[src/inc/dbr_pkg.sv]
// Overview of operation
// - Asynchronous only, 8-bit characters, optional parity, no serial clock pin.
// - Receiver and transmitter run independently but share one baud clock source.
// - No receive idle timeout, no transmit guard delay; standard controller behaviour.
// - Baud clock is master clock divided by sixteen times the clock divisor.
// - Divisor zero stops the baud clock; the whole serial port stays inactive.
// - Divisor spans 1 to 65535, baud from master/16 down to master/(16*65535).
// - Receiver disabled after reset; enable command starts hunting for a start bit.
// - Disable stops an idle receiver at once, a busy one after its stop bit.
// - Receive reset aborts at once, disables, discards any partial character.
// - Sample at sixteen times baud; start accepted when low lasts over 7 ticks.
// - First data sample 24 sampling ticks after the detected falling edge.
// - Each later sample 16 ticks after the previous, through parity and stop.
// - Completed character goes to holding register and sets ready; reading clears it.
// - Character completing while ready is set and not read in that cycle raises overrun; status reset clears it.
// - Parity mismatch per parity kind sets parity error with ready; status reset clears.
// - Stop bit sampled low sets framing error with ready; status reset clears it.
package dbr_pkg;

  // Widths and counts
  localparam int DIV_W            = 16;
  localparam int DATA_BITS        = 8;
  localparam int OVERSAMPLE       = 16;
  localparam int PHASE_W          = 4;
  localparam int CNT_W            = 5;
  localparam int IDX_W            = 3;
  localparam int KIND_W           = 3;

  // Receive timing in sampling ticks, and the last data bit index
  localparam logic [CNT_W-1:0] START_QUAL_TICKS   = 5'h08;
  localparam logic [CNT_W-1:0] FIRST_SAMPLE_TICKS = 5'h18;
  localparam logic [CNT_W-1:0] BIT_TICKS          = 5'h10;
  localparam logic [IDX_W-1:0] LAST_DATA_IDX      = 3'h7;

  // Parity kind encodings
  localparam logic [KIND_W-1:0] KIND_EVEN  = 3'h0;
  localparam logic [KIND_W-1:0] KIND_ODD   = 3'h1;
  localparam logic [KIND_W-1:0] KIND_SPACE = 3'h2;
  localparam logic [KIND_W-1:0] KIND_MARK  = 3'h3;
  localparam int                KIND_NONE_BIT = 2;

  // Reset values and the last phase
  localparam logic [DIV_W-1:0]     DIV_CNT_RST = 16'h0000;
  localparam logic [PHASE_W-1:0]   PHASE_RST   = 4'h0;
  localparam logic [PHASE_W-1:0]   PHASE_LAST  = 4'hF;
  localparam logic [DATA_BITS-1:0] DATA_RST    = 8'h00;
  localparam logic [CNT_W-1:0]     CNT_RST     = 5'h00;
  localparam logic [IDX_W-1:0]     IDX_RST     = 3'h0;

  typedef enum {
    ST_OFF,
    ST_HUNT,
    ST_DATA,
    ST_PARITY,
    ST_STOP
  } dbr_state_t;

  // Control register command bits, each a one-cycle write pulse
  typedef struct packed {
    logic receive_enable_cmd;
    logic receive_disable_cmd;
    logic receive_reset_cmd;
    logic status_reset_cmd;
  } dbr_cmd_t;

  // Status register view of the receiver
  typedef struct packed {
    logic receive_ready_flag;
    logic overrun_flag;
    logic parity_error_flag;
    logic framing_error_flag;
    logic receiver_on;
  } dbr_status_t;

endpackage

[src/core/dbr_baud_gen.sv]
`timescale 1ns/1ps
module dbr_baud_gen (
  // Clock and reset
  input  wire logic                     mclk_in,
  input  wire logic                     rst_n_in,
  input  wire logic                     ce_in,
  // Divisor
  input  wire logic [dbr_pkg::DIV_W-1:0] clock_divisor_in,
  // Ticks
  output logic                          sample_tick_out,
  output logic                          baud_tick_out
);
  import dbr_pkg::*;

  logic [DIV_W-1:0]   div_cnt;
  logic [PHASE_W-1:0] phase;

  wire div_off   = (clock_divisor_in == DIV_CNT_RST);
  wire div_wrap  = (div_cnt <= {{(DIV_W-1){1'b0}}, 1'b1});
  wire phase_end = (phase == PHASE_LAST);

  // Divide by the divisor gives the sixteen-times sampling enable
  always_ff @(posedge mclk_in or negedge rst_n_in) begin
    if (!rst_n_in) begin
      div_cnt         <= DIV_CNT_RST;
      sample_tick_out <= 1'b0;
    end else if (ce_in) begin
      if (div_off) begin
        div_cnt         <= DIV_CNT_RST;
        sample_tick_out <= 1'b0;
      end else if (div_wrap) begin
        div_cnt         <= clock_divisor_in;
        sample_tick_out <= 1'b1;
      end else begin
        div_cnt         <= div_cnt - {{(DIV_W-1){1'b0}}, 1'b1};
        sample_tick_out <= 1'b0;
      end
    end
  end

  // Further divide by sixteen for the shared bit-period clock
  always_ff @(posedge mclk_in or negedge rst_n_in) begin
    if (!rst_n_in) begin
      phase         <= PHASE_RST;
      baud_tick_out <= 1'b0;
    end else if (ce_in) begin
      if (div_off) begin
        phase         <= PHASE_RST;
        baud_tick_out <= 1'b0;
      end else if (sample_tick_out) begin
        phase         <= phase + 4'h1;
        baud_tick_out <= phase_end;
      end else begin
        baud_tick_out <= 1'b0;
      end
    end
  end

endmodule

[src/core/dbr_receiver.sv]
`timescale 1ns/1ps
module dbr_receiver (
  // Clock, reset, enable
  input  wire logic                        mclk_in,
  input  wire logic                        rst_n_in,
  input  wire logic                        ce_in,
  // Configuration
  input  wire logic [dbr_pkg::DIV_W-1:0]   clock_divisor_in,
  input  wire logic [dbr_pkg::KIND_W-1:0]  check_kind_field_in,
  // Commands and holding register read strobe
  input  wire dbr_pkg::dbr_cmd_t           control_reg_in,
  input  wire logic                        hold_read_in,
  // Serial line
  input  wire logic                        serial_rx_line_in,
  // Results
  output logic [dbr_pkg::DATA_BITS-1:0]    receive_holding_reg_out,
  output dbr_pkg::dbr_status_t             status_reg_out,
  output logic                             baud_tick_out
);
  import dbr_pkg::*;

  // Shared timing source; the transmitter takes baud_tick_out
  logic sample_tick;

  dbr_baud_gen u_baud (
    .mclk_in          (mclk_in),
    .rst_n_in         (rst_n_in),
    .ce_in            (ce_in),
    .clock_divisor_in (clock_divisor_in),
    .sample_tick_out  (sample_tick),
    .baud_tick_out    (baud_tick_out)
  );

  // Expected parity bit for the chosen parity kind
  function automatic logic expect_parity(input logic [DATA_BITS-1:0] data,
                                         input logic [KIND_W-1:0]    kind);
    logic bit_val;
    bit_val = 1'b0;
    case (kind)
      KIND_EVEN:  bit_val = ^data;
      KIND_ODD:   bit_val = ~(^data);
      KIND_SPACE: bit_val = 1'b0;
      KIND_MARK:  bit_val = 1'b1;
      default:    bit_val = 1'b0;
    endcase
    return bit_val;
  endfunction

  // Line synchroniser and agreement filter
  logic rx_s1;
  logic rx_s2;
  logic rx_s3;
  logic rx_line;

  // Three stages; the level moves only when the last two agree,
  // so a single metastable settle cannot glitch the hunt counter
  always_ff @(posedge mclk_in or negedge rst_n_in) begin
    if (!rst_n_in) begin
      rx_s1   <= 1'b1;
      rx_s2   <= 1'b1;
      rx_s3   <= 1'b1;
      rx_line <= 1'b1;
    end else if (ce_in) begin
      rx_s1 <= serial_rx_line_in;
      rx_s2 <= rx_s1;
      rx_s3 <= rx_s2;
      if (rx_s2 == rx_s3) begin
        rx_line <= rx_s3;
      end
    end
  end

  // Receive state
  dbr_state_t           state;
  logic [CNT_W-1:0]     cnt;
  logic [IDX_W-1:0]     bit_idx;
  logic [DATA_BITS-1:0] shift;
  logic                 first_wait;
  logic                 par_bit;
  logic                 disable_pending;

  dbr_state_t           next_state;
  logic [CNT_W-1:0]     next_cnt;
  logic [IDX_W-1:0]     next_bit_idx;
  logic [DATA_BITS-1:0] next_shift;
  logic                 next_first_wait;
  logic                 next_par_bit;
  logic                 next_disable_pending;
  logic                 char_done;

  // Decodes
  wire cmd_en     = control_reg_in.receive_enable_cmd;
  wire cmd_dis    = control_reg_in.receive_disable_cmd;
  wire cmd_rst    = control_reg_in.receive_reset_cmd;
  wire cmd_sta    = control_reg_in.status_reset_cmd;
  wire parity_on  = ~check_kind_field_in[KIND_NONE_BIT];
  wire [CNT_W-1:0] cnt_inc = cnt + 5'h01;
  wire [CNT_W-1:0] target  = first_wait ? FIRST_SAMPLE_TICKS : BIT_TICKS;
  wire busy       = (state == ST_DATA) || (state == ST_PARITY) || (state == ST_STOP);
  wire sample_due = sample_tick && busy && (cnt_inc == target);
  wire start_ok   = sample_tick && !rx_line && (cnt_inc == START_QUAL_TICKS);
  wire last_data  = (bit_idx == LAST_DATA_IDX);
  wire par_bad    = parity_on && (par_bit != expect_parity(shift, check_kind_field_in));
  wire stop_low   = !rx_line;

  always_comb begin
    next_state           = state;
    next_cnt             = cnt;
    next_bit_idx         = bit_idx;
    next_shift           = shift;
    next_first_wait      = first_wait;
    next_par_bit         = par_bit;
    next_disable_pending = disable_pending;
    char_done            = 1'b0;
    case (state)
      ST_OFF: begin
        next_cnt             = CNT_RST;
        next_disable_pending = 1'b0;
        if (cmd_en && !cmd_dis) begin
          next_state = ST_HUNT;
        end
      end
      ST_HUNT: begin
        if (cmd_dis) begin
          next_state = ST_OFF;
          next_cnt   = CNT_RST;
        end else if (sample_tick) begin
          if (rx_line) begin
            next_cnt = CNT_RST;
          end else if (start_ok) begin
            next_cnt        = cnt_inc;
            next_state      = ST_DATA;
            next_first_wait = 1'b1;
            next_bit_idx    = IDX_RST;
          end else begin
            next_cnt = cnt_inc;
          end
        end
      end
      ST_DATA: begin
        if (sample_tick) begin
          next_cnt = cnt_inc;
        end
        if (sample_due) begin
          next_cnt        = CNT_RST;
          next_first_wait = 1'b0;
          next_shift      = {rx_line, shift[DATA_BITS-1:1]};
          if (last_data) begin
            next_state = parity_on ? ST_PARITY : ST_STOP;
          end else begin
            next_bit_idx = bit_idx + 3'h1;
          end
        end
      end
      ST_PARITY: begin
        if (sample_tick) begin
          next_cnt = cnt_inc;
        end
        if (sample_due) begin
          next_cnt     = CNT_RST;
          next_par_bit = rx_line;
          next_state   = ST_STOP;
        end
      end
      ST_STOP: begin
        if (sample_tick) begin
          next_cnt = cnt_inc;
        end
        if (sample_due) begin
          next_cnt  = CNT_RST;
          char_done = 1'b1;
          if (disable_pending || cmd_dis) begin
            next_state = ST_OFF;
          end else begin
            next_state = ST_HUNT;
          end
          next_disable_pending = 1'b0;
        end
      end
      default: begin
        next_state = ST_OFF;
        next_cnt   = CNT_RST;
      end
    endcase
    // A disable while a character is under way waits for its stop bit
    if (busy && cmd_dis && !char_done) begin
      next_disable_pending = 1'b1;
    end
    // Reset beats everything, including a character finishing now
    if (cmd_rst) begin
      next_state           = ST_OFF;
      next_cnt             = CNT_RST;
      next_bit_idx         = IDX_RST;
      next_first_wait      = 1'b0;
      next_disable_pending = 1'b0;
      char_done            = 1'b0;
    end
  end

  always_ff @(posedge mclk_in or negedge rst_n_in) begin
    if (!rst_n_in) begin
      state           <= ST_OFF;
      cnt             <= CNT_RST;
      bit_idx         <= IDX_RST;
      first_wait      <= 1'b0;
      disable_pending <= 1'b0;
    end else if (ce_in) begin
      state           <= next_state;
      cnt             <= next_cnt;
      bit_idx         <= next_bit_idx;
      first_wait      <= next_first_wait;
      disable_pending <= next_disable_pending;
    end
  end

  always_ff @(posedge mclk_in or negedge rst_n_in) begin
    if (!rst_n_in) begin
      shift   <= DATA_RST;
      par_bit <= 1'b0;
    end else if (ce_in) begin
      shift   <= next_shift;
      par_bit <= next_par_bit;
    end
  end

  // Holding register and flags; a set always beats a clear in one cycle
  wire overrun_now = char_done && status_reg_out.receive_ready_flag && !hold_read_in;

  always_ff @(posedge mclk_in or negedge rst_n_in) begin
    if (!rst_n_in) begin
      receive_holding_reg_out <= DATA_RST;
    end else if (ce_in && char_done) begin
      receive_holding_reg_out <= shift;
    end
  end

  always_ff @(posedge mclk_in or negedge rst_n_in) begin
    if (!rst_n_in) begin
      status_reg_out.receive_ready_flag <= 1'b0;
    end else if (ce_in) begin
      if (char_done) begin
        status_reg_out.receive_ready_flag <= 1'b1;
      end else if (hold_read_in) begin
        status_reg_out.receive_ready_flag <= 1'b0;
      end
    end
  end

  always_ff @(posedge mclk_in or negedge rst_n_in) begin
    if (!rst_n_in) begin
      status_reg_out.overrun_flag <= 1'b0;
    end else if (ce_in) begin
      if (overrun_now) begin
        status_reg_out.overrun_flag <= 1'b1;
      end else if (cmd_sta) begin
        status_reg_out.overrun_flag <= 1'b0;
      end
    end
  end

  always_ff @(posedge mclk_in or negedge rst_n_in) begin
    if (!rst_n_in) begin
      status_reg_out.parity_error_flag <= 1'b0;
    end else if (ce_in) begin
      if (char_done && par_bad) begin
        status_reg_out.parity_error_flag <= 1'b1;
      end else if (cmd_sta) begin
        status_reg_out.parity_error_flag <= 1'b0;
      end
    end
  end

  always_ff @(posedge mclk_in or negedge rst_n_in) begin
    if (!rst_n_in) begin
      status_reg_out.framing_error_flag <= 1'b0;
    end else if (ce_in) begin
      if (char_done && stop_low) begin
        status_reg_out.framing_error_flag <= 1'b1;
      end else if (cmd_sta) begin
        status_reg_out.framing_error_flag <= 1'b0;
      end
    end
  end

  // No idle timeout exists, so the enable view is just the state
  always_ff @(posedge mclk_in or negedge rst_n_in) begin
    if (!rst_n_in) begin
      status_reg_out.receiver_on <= 1'b0;
    end else if (ce_in) begin
      status_reg_out.receiver_on <= (next_state != ST_OFF);
    end
  end

endmodule

[config.mk]
export PLATFORM = sky130hd
export DESIGN_NAME = dbr_receiver
export DESIGN_NICKNAME = d
export VERILOG_FILES = /design/src/inc/dbr_pkg.sv /design/src/core/dbr_baud_gen.sv /design/src/core/dbr_receiver.sv
export SDC_FILE = /design/constraint.sdc
export NUM_CORES = 1
export LEC_CHECK = 0
export BUFFER_PORTS_ARGS = -buffer_cell sky130_fd_sc_hd__buf_2
export CAP_MARGIN = 20
export CORE_UTILIZATION = 60
export CTS_BUF_LIST = sky130_fd_sc_hd__clkbuf_2 sky130_fd_sc_hd__clkbuf_4 sky130_fd_sc_hd__clkbuf_8
export CTS_CLUSTER_SIZE = 24
export DETAILED_ROUTE_END_ITERATION = 7
export PLACE_DENSITY = 0.8
export SLEW_MARGIN = 20
export SYNTH_ARGS = -nofsm -noshare
export SYNTH_HDL_FRONTEND = slang
export SYNTH_HIERARCHICAL = 1
export SYNTH_SLANG_ARGS = --single-unit
[constraint.sdc]
create_clock -name mclk_in -period 4.9 [get_ports mclk_in]
set_input_delay 0.735 -clock mclk_in [delete_from_list [all_inputs] [get_ports mclk_in]]
set_output_delay 0.735 -clock mclk_in [all_outputs]
set_load 0.01 [all_outputs]
Yosys cells after proc, flatten, opt, wreduce, memory -nomap -nowiden
Index checks and enable logic that the tools add are counted.
- input bits: 28
- register bits: 90
- multiplexer cells: 57
- magnitude comparators: 1
- add/subtract/negate cells: 4
- reductions and logical operators: 45
- equality and inequality tests: 24
- bitwise operators: 2
- operators with widths (kind ; count):
    $mux 32 ; 10
    $pmux 32 s5 ; 1
    $eq 32x3->1 const B ; 3
    $eq 32x2->1 const B ; 2
    $eq 32x1->1 const B ; 1
    $eq 32x4->1 const B ; 1
    $logic_not 32->1 ; 1
    $mux 16 ; 2
    $reduce_bool 32->1 ; 1
    $mux 5 ; 6
    $mux 3 ; 8
    $mux 1 ; 22
    $le 16x1->1 const B ; 1
    $logic_not 16->1 ; 1
    $sub 16x1->16 const B ; 1
    $ne 3x3->1 const B ; 5
    $logic_and 1x1->1 ; 13
    $mux 4 ; 3
    $reduce_and 2->1 ; 6
    $reduce_and 3->1 ; 4
    $pmux 5 s2 ; 1
    $reduce_bool 2->1 ; 5
    $reduce_and 8->1 ; 1
    $reduce_xor 8->1 ; 1
    other kinds (26) ; 33

Logic depth before layout (Yosys ltp)
Gate-level depths: netlist of the first run.
- depth in word-level cells: 12
- depth in mapped cells: 8
- gate-level depth less buffers: 8

By module
The synthesis of the first run kept the hierarchy.
- modules (own cells, without submodules) (module ; times used ; area each (um^2) ; seq. area each (um^2) ; cells an instance):
    dbr_receiver ; 1 ; 3138.0 ; 1706.6 ; 274
    dbr_baud_gen ; 1 ; 1487.7 ; 550.5 ; 157

Worst setup path before layout of the first run
No wires, ideal clock.
- kind: input to register
- start: input port ce_in
- end: register receive_holding_reg_out[1] in the netlist's numbering
- path slack: 2.777 ns
- required time: 4.775 ns
- arrival: 1.998 ns
- cell stages on the path: 6
- library setup time: 0.125 ns
- path through: clkbuf_1 > inv_1 > nor3_4 > nand4_2 > buf_6 > mux2_4
- cells in the longest elaborated chain, start to end: 1
- ends and longest elaborated chain (what ; RTL line ; text):
    from (decl) ; dbr_receiver.sv:6 ; input wire logic ce_in,
    $logic_and 1x1->1 ; dbr_receiver.sv:232 ; end else if (ce_in && char_done) begin
    to (signal assigned) ; dbr_receiver.sv:233 ; receive_holding_reg_out <= shift;
    to (decl) ; dbr_receiver.sv:16 ; output logic [dbr_pkg::DATA_BITS-1:0] receive_holding_reg_out,
Every way passes these cells.
A chain may end at the register's enable or synchronous reset.

Worst setup path in the final report of the first run
- start: register cnt[0]
- end: register receive_holding_reg_out[2] in the netlist's numbering
- cells in the longest elaborated chain, start to end: 7
- ends and longest elaborated chain (what ; RTL line ; text):
    from (decl) ; dbr_receiver.sv:75 ; logic [CNT_W-1:0] cnt;
    from (signal assigned) ; dbr_receiver.sv:209 ; cnt <= next_cnt;
    $add 5x1->5 ; dbr_receiver.sv:97 ; wire [CNT_W-1:0] cnt_inc = cnt + 5'h01;
    $eq 5x5->1 ; dbr_receiver.sv:100 ; wire sample_due = sample_tick && busy && (cnt_inc == target);
    $logic_and 1x1->1 ; dbr_receiver.sv:100 ;
    $mux 1 ; dbr_receiver.sv:169 ; if (sample_due) begin
    $mux 1 ; dbr_receiver.sv:115 ; case (state)
    $mux 1 ; dbr_receiver.sv:190 ; if (cmd_rst) begin
    $logic_and 1x1->1 ; dbr_receiver.sv:232 ;
Every way passes these cells.

==> out/qor.csv, run 1 <==
metric,value,unit
path_class,flip-flop to flip-flop,
first_global_vias,3370,
nNetsFinal,503,
wl_met2,4.25,mm
p_per_area,344,nW/um^2
crit_arrival,2.81,ns
drt_iter0_drc,171,
p_int,1.22,mW
die_w,89.8,um
hold_class,primary input to async pin,
clock_latency,0.35,ns
endpoint_kind,flip-flop,
dieArea,8060,um^2
rows,31,
syn_inst,431,
diodes,0,
drt-total-wl,9.34,mm
fillers,538,
slew_headroom,57.8,%
combPwrFrac,15.4,%
yosys_warnings,6,
core_area,7370,um^2
syn-cell-area,4630,um^2
post-cts-setup-buffers,0,
rsz0062_at_grt,false,
setup_viol,0,
irDropWorstVdd,0.195,mV
maxClockFrequency,389,MHz
final-hold-violation-count,0,
place_area,4870,um^2
wire_per_inst,16.3,um
synth-seq-area-share,48.8,%
finalCriticalPeriod,2.57,ns
fin_util,69.3,%
crit_required,5.14,ns
tns,0,ns
area_delta_synth_final,10.3,%
grtUsageTotal,24.7,%
maxSlewViolCount,0,
io_pins,42,
design_power_total,1.75,mW
wl_met1,4.46,mm
initial_core_util,62.8,%
cts_buffers,9,
synth-seq-cells,90,
critical-path-max-stage-delay,0.46,ns
cts_sinks,90,
fin_area,5100,um^2
ys_async_sr_fraction,100,%
avgSynthCellArea,10.7,um^2
finalCritPeriodShare,52.4,%
die_h,89.8,um
maxCapViolCount,0,
htree_levels,3,
p_leak,2.33,nW
clock_skew,0.0143,ns
cts.repair.resized,0,
synth-edff-count,0,
grt_max_degree,66,
drc_errors,0,
p_clk_share,32.6,%
io_buffers,41,
num_vias,3438,
syn-num-nets,466,
wl_met3,508,um
clkTransAtPathRegs,0.09,ns
p_sw,0.530,mW
hpwl,6.52,mm
worst_slew_pin_slew,0.634,ns
grt_overflow,0,
clockBufferDepth,2,
ctsHoldBuffers,0,
routed_via_density,6.01,
grt_first_pass_wirelength,16.1,mm
cts_tree,yes,
antenna_found_initial,0,
synth_cell_types,70,
dr.pass1.iters,5,
path_cells,ha_1 > nand3_1 > xnor2_1 > and3_1 > nand4_2 > mux2_4,
crit_fanout,12,
top_layer_used,met4,
p_seq_share,52.0,%
netSwitchingFraction,30.2,%
root_buffer,clkbuf_8,
ant_nets,0,
synth_flop_cell,dfrtp_1,
routabilityCongestion,0.942,
slowest_stage,nand4_2,
status,"complete, no violations",
drive_gt1_share,22.2,%
cp-start-kind,flip-flop,
-- per-stage QoR --
stage               setup slack (ns)  std cells  hold slack [ns]
global placement                2.45        556            0.471
global route                    2.19        572            0.424
detailed placement              2.37        556            0.484
CTS                             2.35        572            0.399
floorplan                       2.78        431            0.439
finish                          2.33        572            0.380
-- cells in the final DEF, fill, tap and decap left out, types with 5 or more instances in the layout --
master / synthesis / final
a21oi_1: 10 / 10
a31oi_1: 5 / 5
buf_2: 4 / 40
clkbuf_8: 0 / 9
dfrtp_1: 86 / 86
ha_1: 7 / 7
inv_1: 11 / 11
mux2_2: 14 / 14
mux2_4: 7 / 7
mux2i_1: 13 / 13
nand2_1: 36 / 36
nand3_1: 5 / 5
nand4_1: 9 / 9
nor2_1: 22 / 22
nor2b_1: 33 / 33
nor3_1: 8 / 8
nor4_1: 14 / 14
o21ai_0: 28 / 28
o21ai_1: 11 / 11
o22ai_1: 7 / 7
o2bb2ai_1: 6 / 6
xnor2_1: 10 / 10
-- state kept, by name (all words and copies together) (netlist names) --
register and flops:
cnt 5, receive_holding_reg_out 8, par_bit 1, u_baud/sample_tick_out 1
state 32, disable_pending 1, status_reg_out 5, rx_s1 1
first_wait 1, rx_line 1, rx_s3 1, rx_s2 1
u_baud/div_cnt 16, bit_idx 3, u_baud/baud_tick_out 1, u_baud/phase 4
shift 8
-- kinds of logic after synthesis --
family	synth area share (%)
multiplexers	8.49
AO/OA/AOI/OAI	13.7
XOR/XNOR	2.95
flip-flops	48.8
adder cells (fa/ha/maj)	1.89
AND/OR/NAND/NOR	21.1
buffers and inverters	3.11
-- synthesized netlist by cell type, types with 4 or more instances --
cell type / count / share of area [%]
o21ai_0: 28 / 3.0
buf_2: 4 / 0.43
o21ai_1: 11 / 1.2
and2_1: 4 / 0.54
mux2i_1: 13 / 2.8
mux2_4: 7 / 2.3
ha_1: 7 / 1.9
mux2_2: 14 / 3.4
o22ai_1: 7 / 0.95
nand3_1: 5 / 0.54
dfrtp_1: 86 / 47
nand2b_1: 4 / 0.54
nor4_1: 14 / 1.9
inv_1: 11 / 0.89
o2bb2ai_1: 6 / 1.1
nand2_1: 36 / 2.9
dfstp_2: 4 / 2.3
clkbuf_1: 7 / 0.57
a31oi_1: 5 / 0.68
nor3_1: 8 / 0.87
nor2_1: 22 / 1.8
nand4_1: 9 / 1.2
xnor2_1: 10 / 1.9
nor2b_1: 33 / 4.5
a21oi_1: 10 / 1.1
-- worst max-delay path: cells and delay by family, from the launching register on --
family | cells | cell delay, ns
XOR/XNOR | 1 | 0.36
adder cells (fa/ha/maj) | 1 | 0.24
flip-flops | 1 | 0.41
multiplexers | 1 | 0.44
AND/OR/NAND/NOR | 3 | 1.01
-- final timing paths --
path,start,end,slack [ns],cells past startpoint
min in group mclk_in,u_baud/baud_tick_out$_DFFE_PN0P_,u_baud/baud_tick_out$_DFFE_PN0P_,0.50,1
max reg2reg,cnt[0]$_DFFE_PN0P_,receive_holding_reg_out[2]$_DFFE_PN0P_,2.33,6
max in group asynchronous,rst_n_in,rx_s1$_DFFE_PN1P_,3.55,2
min,rst_n_in,state[30]$_DFFE_PN0P_,0.38,1
min reg2reg,u_baud/baud_tick_out$_DFFE_PN0P_,u_baud/baud_tick_out$_DFFE_PN0P_,0.50,1
max,cnt[0]$_DFFE_PN0P_,receive_holding_reg_out[2]$_DFFE_PN0P_,2.33,6
-- power by group through the flow --
stage | logic, mW | registers [mW] | clock network (mW)
after CTS | 0.271 | 0.910 | 0.585
final | 0.270 | 0.912 | 0.573
after global placement | 0.263 | 0.920 | 0
after detailed placement | 0.270 | 0.923 | 0
after floorplan | 0.221 | 0.895 | 0
after global routing | 0.304 | 0.924 | 0.611
-- layer usage --
layer | global-route usage (%) | vias to the layer above
li1 | - | 1637
met3 | 5.41 | 11
met5 | 0 | -
met1 | 35.0 | 1675
met2 | 38.1 | 115
met4 | 7.79 | 0
-- layout make-up --
cell class | instances | area [um^2] | area share [%]
flip-flops and latches | 90 | 2260 | 44.2
multi-input cells | 312 | 2220 | 43.6
repair buffers | 43 | 223 | 4.36
clock buffers | 10 | 131 | 2.57
well taps | 99 | 124 | 2.43
clock inverters | 6 | 98.8 | 1.94
inverters | 12 | 45.0 | 0.883
Power figures use the tool's default switching activity.
==> inputs of run 2 (changes only) <==
--- a/config.mk
+++ b/config.mk
@@ -7,11 +7,11 @@
 export LEC_CHECK = 0
 export BUFFER_PORTS_ARGS = -buffer_cell sky130_fd_sc_hd__buf_2
 export CAP_MARGIN = 20
-export CORE_UTILIZATION = 60
+export CORE_UTILIZATION = 56
 export CTS_BUF_LIST = sky130_fd_sc_hd__clkbuf_2 sky130_fd_sc_hd__clkbuf_4 sky130_fd_sc_hd__clkbuf_8
 export CTS_CLUSTER_SIZE = 24
 export DETAILED_ROUTE_END_ITERATION = 7
-export PLACE_DENSITY = 0.8
+export PLACE_DENSITY = 0.79
 export SLEW_MARGIN = 20
 export SYNTH_ARGS = -nofsm -noshare
 export SYNTH_HDL_FRONTEND = slang
==> constraint.sdc (replaced) <==
create_clock -name mclk_in -period 2.1 [get_ports mclk_in]
set_input_delay 0.315 -clock mclk_in [delete_from_list [all_inputs] [get_ports mclk_in]]
set_output_delay 0.315 -clock mclk_in [all_outputs]
set_load 0.01 [all_outputs]
==> out/qor.csv, run 2 (same netlist as run 1, synthesis figures left out) <==
metric,value,unit,change
largestRegisters,"state (32), u_baud/div_cnt (16)",,unchanged
io_pins,42,,unchanged
endpoint_kind,flip-flop,,unchanged
drc_errors,0,,unchanged
min_from,check_kind_field_in[2],,
htree_levels,3,,unchanged
cts_tree,yes,,unchanged
core_area,7850,um^2,was 7370 um^2
status,"complete, no violations",,unchanged
root_buffer,clkbuf_8,,unchanged
clock_latency,0.37,ns,was 0.35 ns
io_buffers,41,,unchanged
worst_slew_pin_slew,0.592,ns,was 0.634 ns
fin_util,70.2,%,was 69.3%
slew_headroom,60.1,%,was 57.8%
irDropWorstVdd,0.541,mV,was 0.195 mV
crit_required,2.37,ns,was 5.14 ns
path_delay_family,simple AND/OR/NAND/NOR gates,,unchanged
first_global_vias,3460,,was 3370
routed_via_density,5.85,,was 6.01
holdPathEnd,status_reg_out[2]$_DFFE_PN0P_,,
place_area,5120,um^2,was 4870 um^2
nNetsFinal,536,,was 503
setup_viol,0,,unchanged
ant_nets,0,,unchanged
mostFrequentLayoutCells,"86 x dfrtp_1, 40 x buf_2, 36 x nand2_1",,unchanged
drt_iter0_drc,209,,was 171
crit_buf_inv,1,,was 0
final-seq-area,2260,um^2,unchanged
grt_util_met1,32.5,%,was 35.0%
antenna_found_initial,0,,unchanged
fin_hold_ws,0.168,ns,was 0.380 ns
maxCapViolCount,0,,unchanged
top_register,state,,unchanged
hold_class,primary input to flip-flop,,was primary input to async pin
ff2ff_path_depth,7,,was 6
rsz0062_at_grt,true,,was false
hpwl,6.99,mm,was 6.52 mm
rows,32,,was 31
multi_input_area,2370,um^2,was 2220 um^2
fin_area,5510,um^2,was 5100 um^2
p_per_area,726,nW/um^2,was 344 nW/um^2
largest_register_ffs,32,,unchanged
die_h,92.9,um,was 89.8 um
grt_max_degree,66,,unchanged
clockBufferDepth,2,,unchanged
p_leak,2.52,nW,was 2.33 nW
cts_sinks,90,,unchanged
num_vias,3558,,was 3438
diodes,0,,unchanged
worst_slack,0.0148,ns,was 2.33 ns
crit_fanout,12,,unchanged
finalCritPeriodShare,99.3,%,was 52.4%
clkTransAtPathRegs,0.10,ns,was 0.09 ns
met2_usage,38.1,%,about the same
drt-total-wl,10.0,mm,was 9.34 mm
slowest_stage,dfrtp_1,,was nand4_2
dr.pass1.iters,4,,was 5
design_power_total,4.00,mW,was 1.75 mW
dpl_worst_slack,-0.0667,ns,was 2.37 ns
initial_core_util,58.9,%,was 62.8%
critical-path-max-stage-delay,0.41,ns,was 0.46 ns
holdPathStages,2,,
maxClockFrequency,480,MHz,was 389 MHz
wire_per_inst,16.5,um,was 16.3 um
final-hold-violation-count,0,,unchanged
finalCriticalPeriod,2.09,ns,was 2.57 ns
fillers,590,,was 538
path_cells,nor4_2 > nand4_1 > or2_1 > nor3_4 > nand4_2 > buf_12 > mux2_4,,was ha_1 > nand3_1 > xnor2_1 > and3_1 > nand4_2 > mux2_4
grt_overflow,0,,unchanged
area_delta_synth_final,19.2,%,was 10.3%
dieArea,8630,um^2,was 8060 um^2
die_w,92.9,um,was 89.8 um
final_common_cell,dfrtp_1,,unchanged
clock_skew,0.0110,ns,was 0.0143 ns
reg2reg_slack,0.01,ns,was 2.33 ns
grt-busiest-layer,met2,,unchanged
grt.met3_usage,5.83,%,was 5.41%
path_class,flip-flop to flip-flop,,unchanged
crit_arrival,2.35,ns,was 2.81 ns
cp-start-kind,flip-flop,,unchanged
timing.rr.end,receive_holding_reg_out[2]$_DFFE_PN0P_,,unchanged
grtUsageTotal,24.3,%,was 24.7%
maxSlewViolCount,0,,unchanged
grt_first_pass_wirelength,16.2,mm,was 16.1 mm
routabilityCongestion,0.896,,was 0.942
regToRegStartpoint,state[15]$_DFFE_PN0P_,,was cnt[0]$_DFFE_PN0P_
drive_gt1_share,31.0,%,was 22.2%
cts_buffers,9,,unchanged
run 2: cell count changes in the layout (fill, tap and decap cells not counted), sizes merged:
cell,delta
buf,+32
inv,+3
bufinv,-2
clkbuf,-1
clkinv,+1
clkinvlp,-1
dlygate4sd3,+1
run 2: stage by stage:
| step | instances | setup TNS [ns] |
|---|---|---|
| after CTS | 604 | 0 |
| after global routing | 608 | -1.19 |
| final | 608 | 0 |
| after global placement | 587 | 0 |
| after floorplan | 431 | 0 |
| after detailed placement | 587 | -0.438 |
run 2: per-layer routing:
| metal | vias to the layer above | wire length [um] |
|---|---|---|
| met5 | - | 0 |
| met4 | 0 | 231 |
| met3 | 22 | 360 |
| met2 | 70 | 4840 |
| met1 | 1753 | 4580 |
| li1 | 1713 | - |
run 2: worst max path at each step:
stage               cells past startpoint                                      to             startpoint  slack, ns
detailed placement                      7                  bit_idx[0]$_DFFE_PN0P_     cnt[0]$_DFFE_PN0P_      -0.07
global route                            7  receive_holding_reg_out[4]$_DFFE_PN0P_  state[15]$_DFFE_PN0P_      -0.11
global placement                        6                    shift[4]$_DFFE_PN0P_  state[22]$_DFFE_PN0P_       0.01
CTS                                     7             disable_pending$_DFFE_PN0P_  state[15]$_DFFE_PN0P_      0.003
finish                                  7  receive_holding_reg_out[2]$_DFFE_PN0P_  state[15]$_DFFE_PN0P_       0.01
floorplan                               8                    state[0]$_DFFE_PN0P_     cnt[0]$_DFFE_PN0P_       0.04
run 2: final cells by class:
class,instances,area share [%]
clock buffers,9,2.25
multi-input cells,312,43.0
well taps,102,2.32
inverters,12,0.817
repair buffers,76,9.47
clock inverters,7,1.23
flip-flops and latches,90,41.0
run 2: power breakdown:
part | switching (mW) | total, mW | internal (mW)
Clock | 0.699 | 1.16 | 0.463
Sequential | 0.233 | 2.12 | 1.89
Combinational | 0.389 | 0.718 | 0.329
run 2: what timing repair did:
item | in CTS | in global routing
setup endpoints to repair | 12 | 32
hold buffers | 1 | 0
endpoints found under the hold margin | 35 | 0
gates resized for setup | 9 | 25
setup buffers | 0 | 4
pin swaps | 2 | 6
==> inputs of run 3 (changes only) <==
--- a/config.mk
+++ b/config.mk
@@ -15,5 +15,4 @@
 export SLEW_MARGIN = 20
 export SYNTH_ARGS = -nofsm -noshare
 export SYNTH_HDL_FRONTEND = slang
-export SYNTH_HIERARCHICAL = 1
 export SYNTH_SLANG_ARGS = --single-unit
==> out/qor.csv, run 3 <==
metric,value,unit,change
slew_headroom,52.7,%,was 60.1%
rsz0062_at_grt,true,,unchanged
drt_iter0_drc,180,,was 209
clock_latency,0.37,ns,about the same
crit_arrival,2.55,ns,was 2.35 ns
place_area,5100,um^2,was 5120 um^2
synth_top_cell_by_area,dfrtp_1,,unchanged
synth.top_cell.area_share,47.8,%,was 46.5%
maxClockFrequency,435,MHz,was 480 MHz
status,finished with violations,,"was complete, no violations"
wire_per_inst,16.8,um,was 16.5 um
regToRegStartpoint,cnt[1]$_DFFE_PN0P_,,was state[15]$_DFFE_PN0P_
fin_util,72.8,%,was 70.2%
clock_skew,0.0151,ns,was 0.0110 ns
syn_inst,454,,was 431
nNetsFinal,564,,was 536
cts_sinks,90,,unchanged
syn-cell-area,4510,um^2,was 4630 um^2
grt_first_pass_wirelength,17.2,mm,was 16.2 mm
htree_levels,3,,unchanged
ant_nets,0,,unchanged
area_delta_synth_final,25.5,%,was 19.2%
min_from,serial_rx_line_in,,was check_kind_field_in[2]
routabilityCongestion,0.953,,was 0.896
finalCriticalPeriod,2.30,ns,was 2.09 ns
drc_errors,0,,unchanged
cp-start-kind,flip-flop,,unchanged
initial_core_util,58.0,%,was 58.9%
clkTransAtPathRegs,0.09,ns,was 0.10 ns
final-hold-violation-count,0,,unchanged
crit_fanout,8,,was 12
grt_max_degree,73,,was 66
p_per_area,723,nW/um^2,was 726 nW/um^2
cts_tree,yes,,unchanged
maxCapViolCount,0,,unchanged
endpoint_kind,flip-flop,,unchanged
drive_gt1_share,34.1,%,was 31.0%
drt-total-wl,10.7,mm,was 10.0 mm
crit_required,2.35,ns,was 2.37 ns
die_w,91.7,um,was 92.9 um
grt_overflow,0,,unchanged
dieArea,8410,um^2,was 8630 um^2
cts_buffers,9,,unchanged
irDropWorstVdd,0.398,mV,was 0.541 mV
design_power_total,4.09,mW,was 4.00 mW
synth_flop_cell,dfrtp_1,,unchanged
hpwl,6.75,mm,was 6.99 mm
root_buffer,clkbuf_8,,unchanged
yosys-top-cells-area,"dfrtp_1 48%, mux2_2 5.5%, nor2b_1 4.4%",,"was dfrtp_1 47%, nor2b_1 4.5%, mux2_2 3.4%"
tns,-4.31,ns,was 0 ns
fin_hold_ws,0.192,ns,was 0.168 ns
synth_common_cells,"86 x dfrtp_1, 44 x nand2_1, 39 x o21ai_0",,"was 86 x dfrtp_1, 36 x nand2_1, 33 x nor2b_1"
routed_via_density,5.81,,was 5.85
dr.pass1.iters,4,,unchanged
synth-edff-count,0,,unchanged
mostFrequentLayoutCells,"85 x dfrtp_1, 43 x nand2_1, 41 x buf_4",,"was 86 x dfrtp_1, 40 x buf_2, 36 x nand2_1"
path_class,flip-flop to flip-flop,,unchanged
hold_class,primary input to flip-flop,,unchanged
num_vias,3696,,was 3558
largestRegisters,"state (32), u_baud.div_cnt (16)",,"was state (32), u_baud/div_cnt (16)"
maxSlewViolCount,0,,unchanged
io_buffers,41,,unchanged
yosys_warnings,0,,was 6
io_pins,42,,unchanged
finalCritPeriodShare,109,%,was 99.3%
largest_register_ffs,32,,unchanged
crit_start,cnt[1]$_DFFE_PN0P_,,was state[15]$_DFFE_PN0P_
rows,32,,unchanged
syn-num-nets,489,,was 466
die_h,91.7,um,was 92.9 um
avgSynthCellArea,9.92,um^2,was 10.7 um^2
first_global_vias,3660,,was 3460
fin_area,5650,um^2,was 5510 um^2
top_register,state,,unchanged
grtUsageTotal,25.8,%,was 24.3%
violations,setup timing,,
synth_cell_types,62,,was 70
p_leak,2.57,nW,was 2.52 nW
diodes,0,,unchanged
yosysMostFrequentCell,dfrtp_1,,unchanged
final_common_cell,dfrtp_1,,unchanged
core_area,7770,um^2,was 7850 um^2
synth-seq-cells,90,,unchanged
setup_viol,33,,was 0
worst_slew_pin_slew,0.710,ns,was 0.592 ns
ys_async_sr_fraction,100,%,unchanged
clockBufferDepth,2,,unchanged
synth-seq-area-share,50.1,%,was 48.8%
worst_slack,-0.198,ns,was 0.0148 ns
antenna_found_initial,0,,unchanged
[run 3: path summary, 6_finish.rpt]
path                                                       to  slack (ns)  cells past startpoint
min in group asynchronous               state[22]$_DFFE_PN0P_        0.40                      2
worst min register to register  status_reg_out[3]$_DFFE_PN0P_        0.50                      2
worst max-delay path                     shift[2]$_DFFE_PN0P_       -0.20                      7
max in group asynchronous                   rx_s1$_DFFE_PN1P_        1.01                      3
worst max register to register           shift[2]$_DFFE_PN0P_       -0.20                      7
worst min-delay path                        rx_s1$_DFFE_PN1P_        0.19                      2
[run 3: kinds of logic (layout without fill, tap and decap cells)]
family,after synthesis,after routing,synth area share [%]
AND/OR/NAND/NOR,178,178,21.7
AO/OA/AOI/OAI,98,98,13.1
flip-flops,90,90,50.1
buffers and inverters,40,120,3.75
multiplexers,28,28,6.83
XOR/XNOR,13,13,2.53
adder cells (fa/ha/maj),7,7,1.94
[run 3: per-layer routing]
metal  share of wire [%]  wire length (um)  GRT usage (%)  vias to the layer above
met4                 2.0               210           9.51                        0
met1                  45              4750           36.1                     1820
met2                  49              5210           40.4                       97
met5                   0                 0              0                        -
li1                    -                 -              -                     1758
met3                 4.6               495           4.98                       21
[run 3: power by group]
part / switching, mW / internal, mW
combinational: 0.456 / 0.375
sequential: 0.202 / 1.92
clock: 0.683 / 0.453
[run 3: through the flow]
stage | setup slack, ns | std cells
6_report | -0.198 | 636
5_1_grt | -0.242 | 636
4_1_cts | -0.131 | 633
3_5_place_dp | -0.300 | 614
3_3_place_gp | -0.180 | 614
2_1_floorplan | -0.160 | 454
[run 3: cell type report]
cell class	count	area [um^2]
well taps	102	128
clock buffers	9	124
flip-flops and latches	90	2260
multi-input cells	324	2410
fillers	535	2110
clock inverters	7	60.1
inverters	14	52.6
repair buffers	90	626
[run 3: worst max-delay path: stages (launching register included)]
cell and delay [ns]:
dfrtp_1 0.44, ha_4 0.19, or3b_4 0.40, a31oi_4 0.20
and3_4 0.23, nor4b_4 0.21, buf_6 0.20, mux2_4 0.31
[run 3: what timing repair did]
action / 4_1_cts / 5_1_grt
pin swaps: 16 / 5
gates resized for setup: 49 / 22
buffers inserted: 2 / 3
setup endpoints to repair: 37 / 42
hold buffers: 1 / 0
endpoints found under the hold margin: 27 / 0
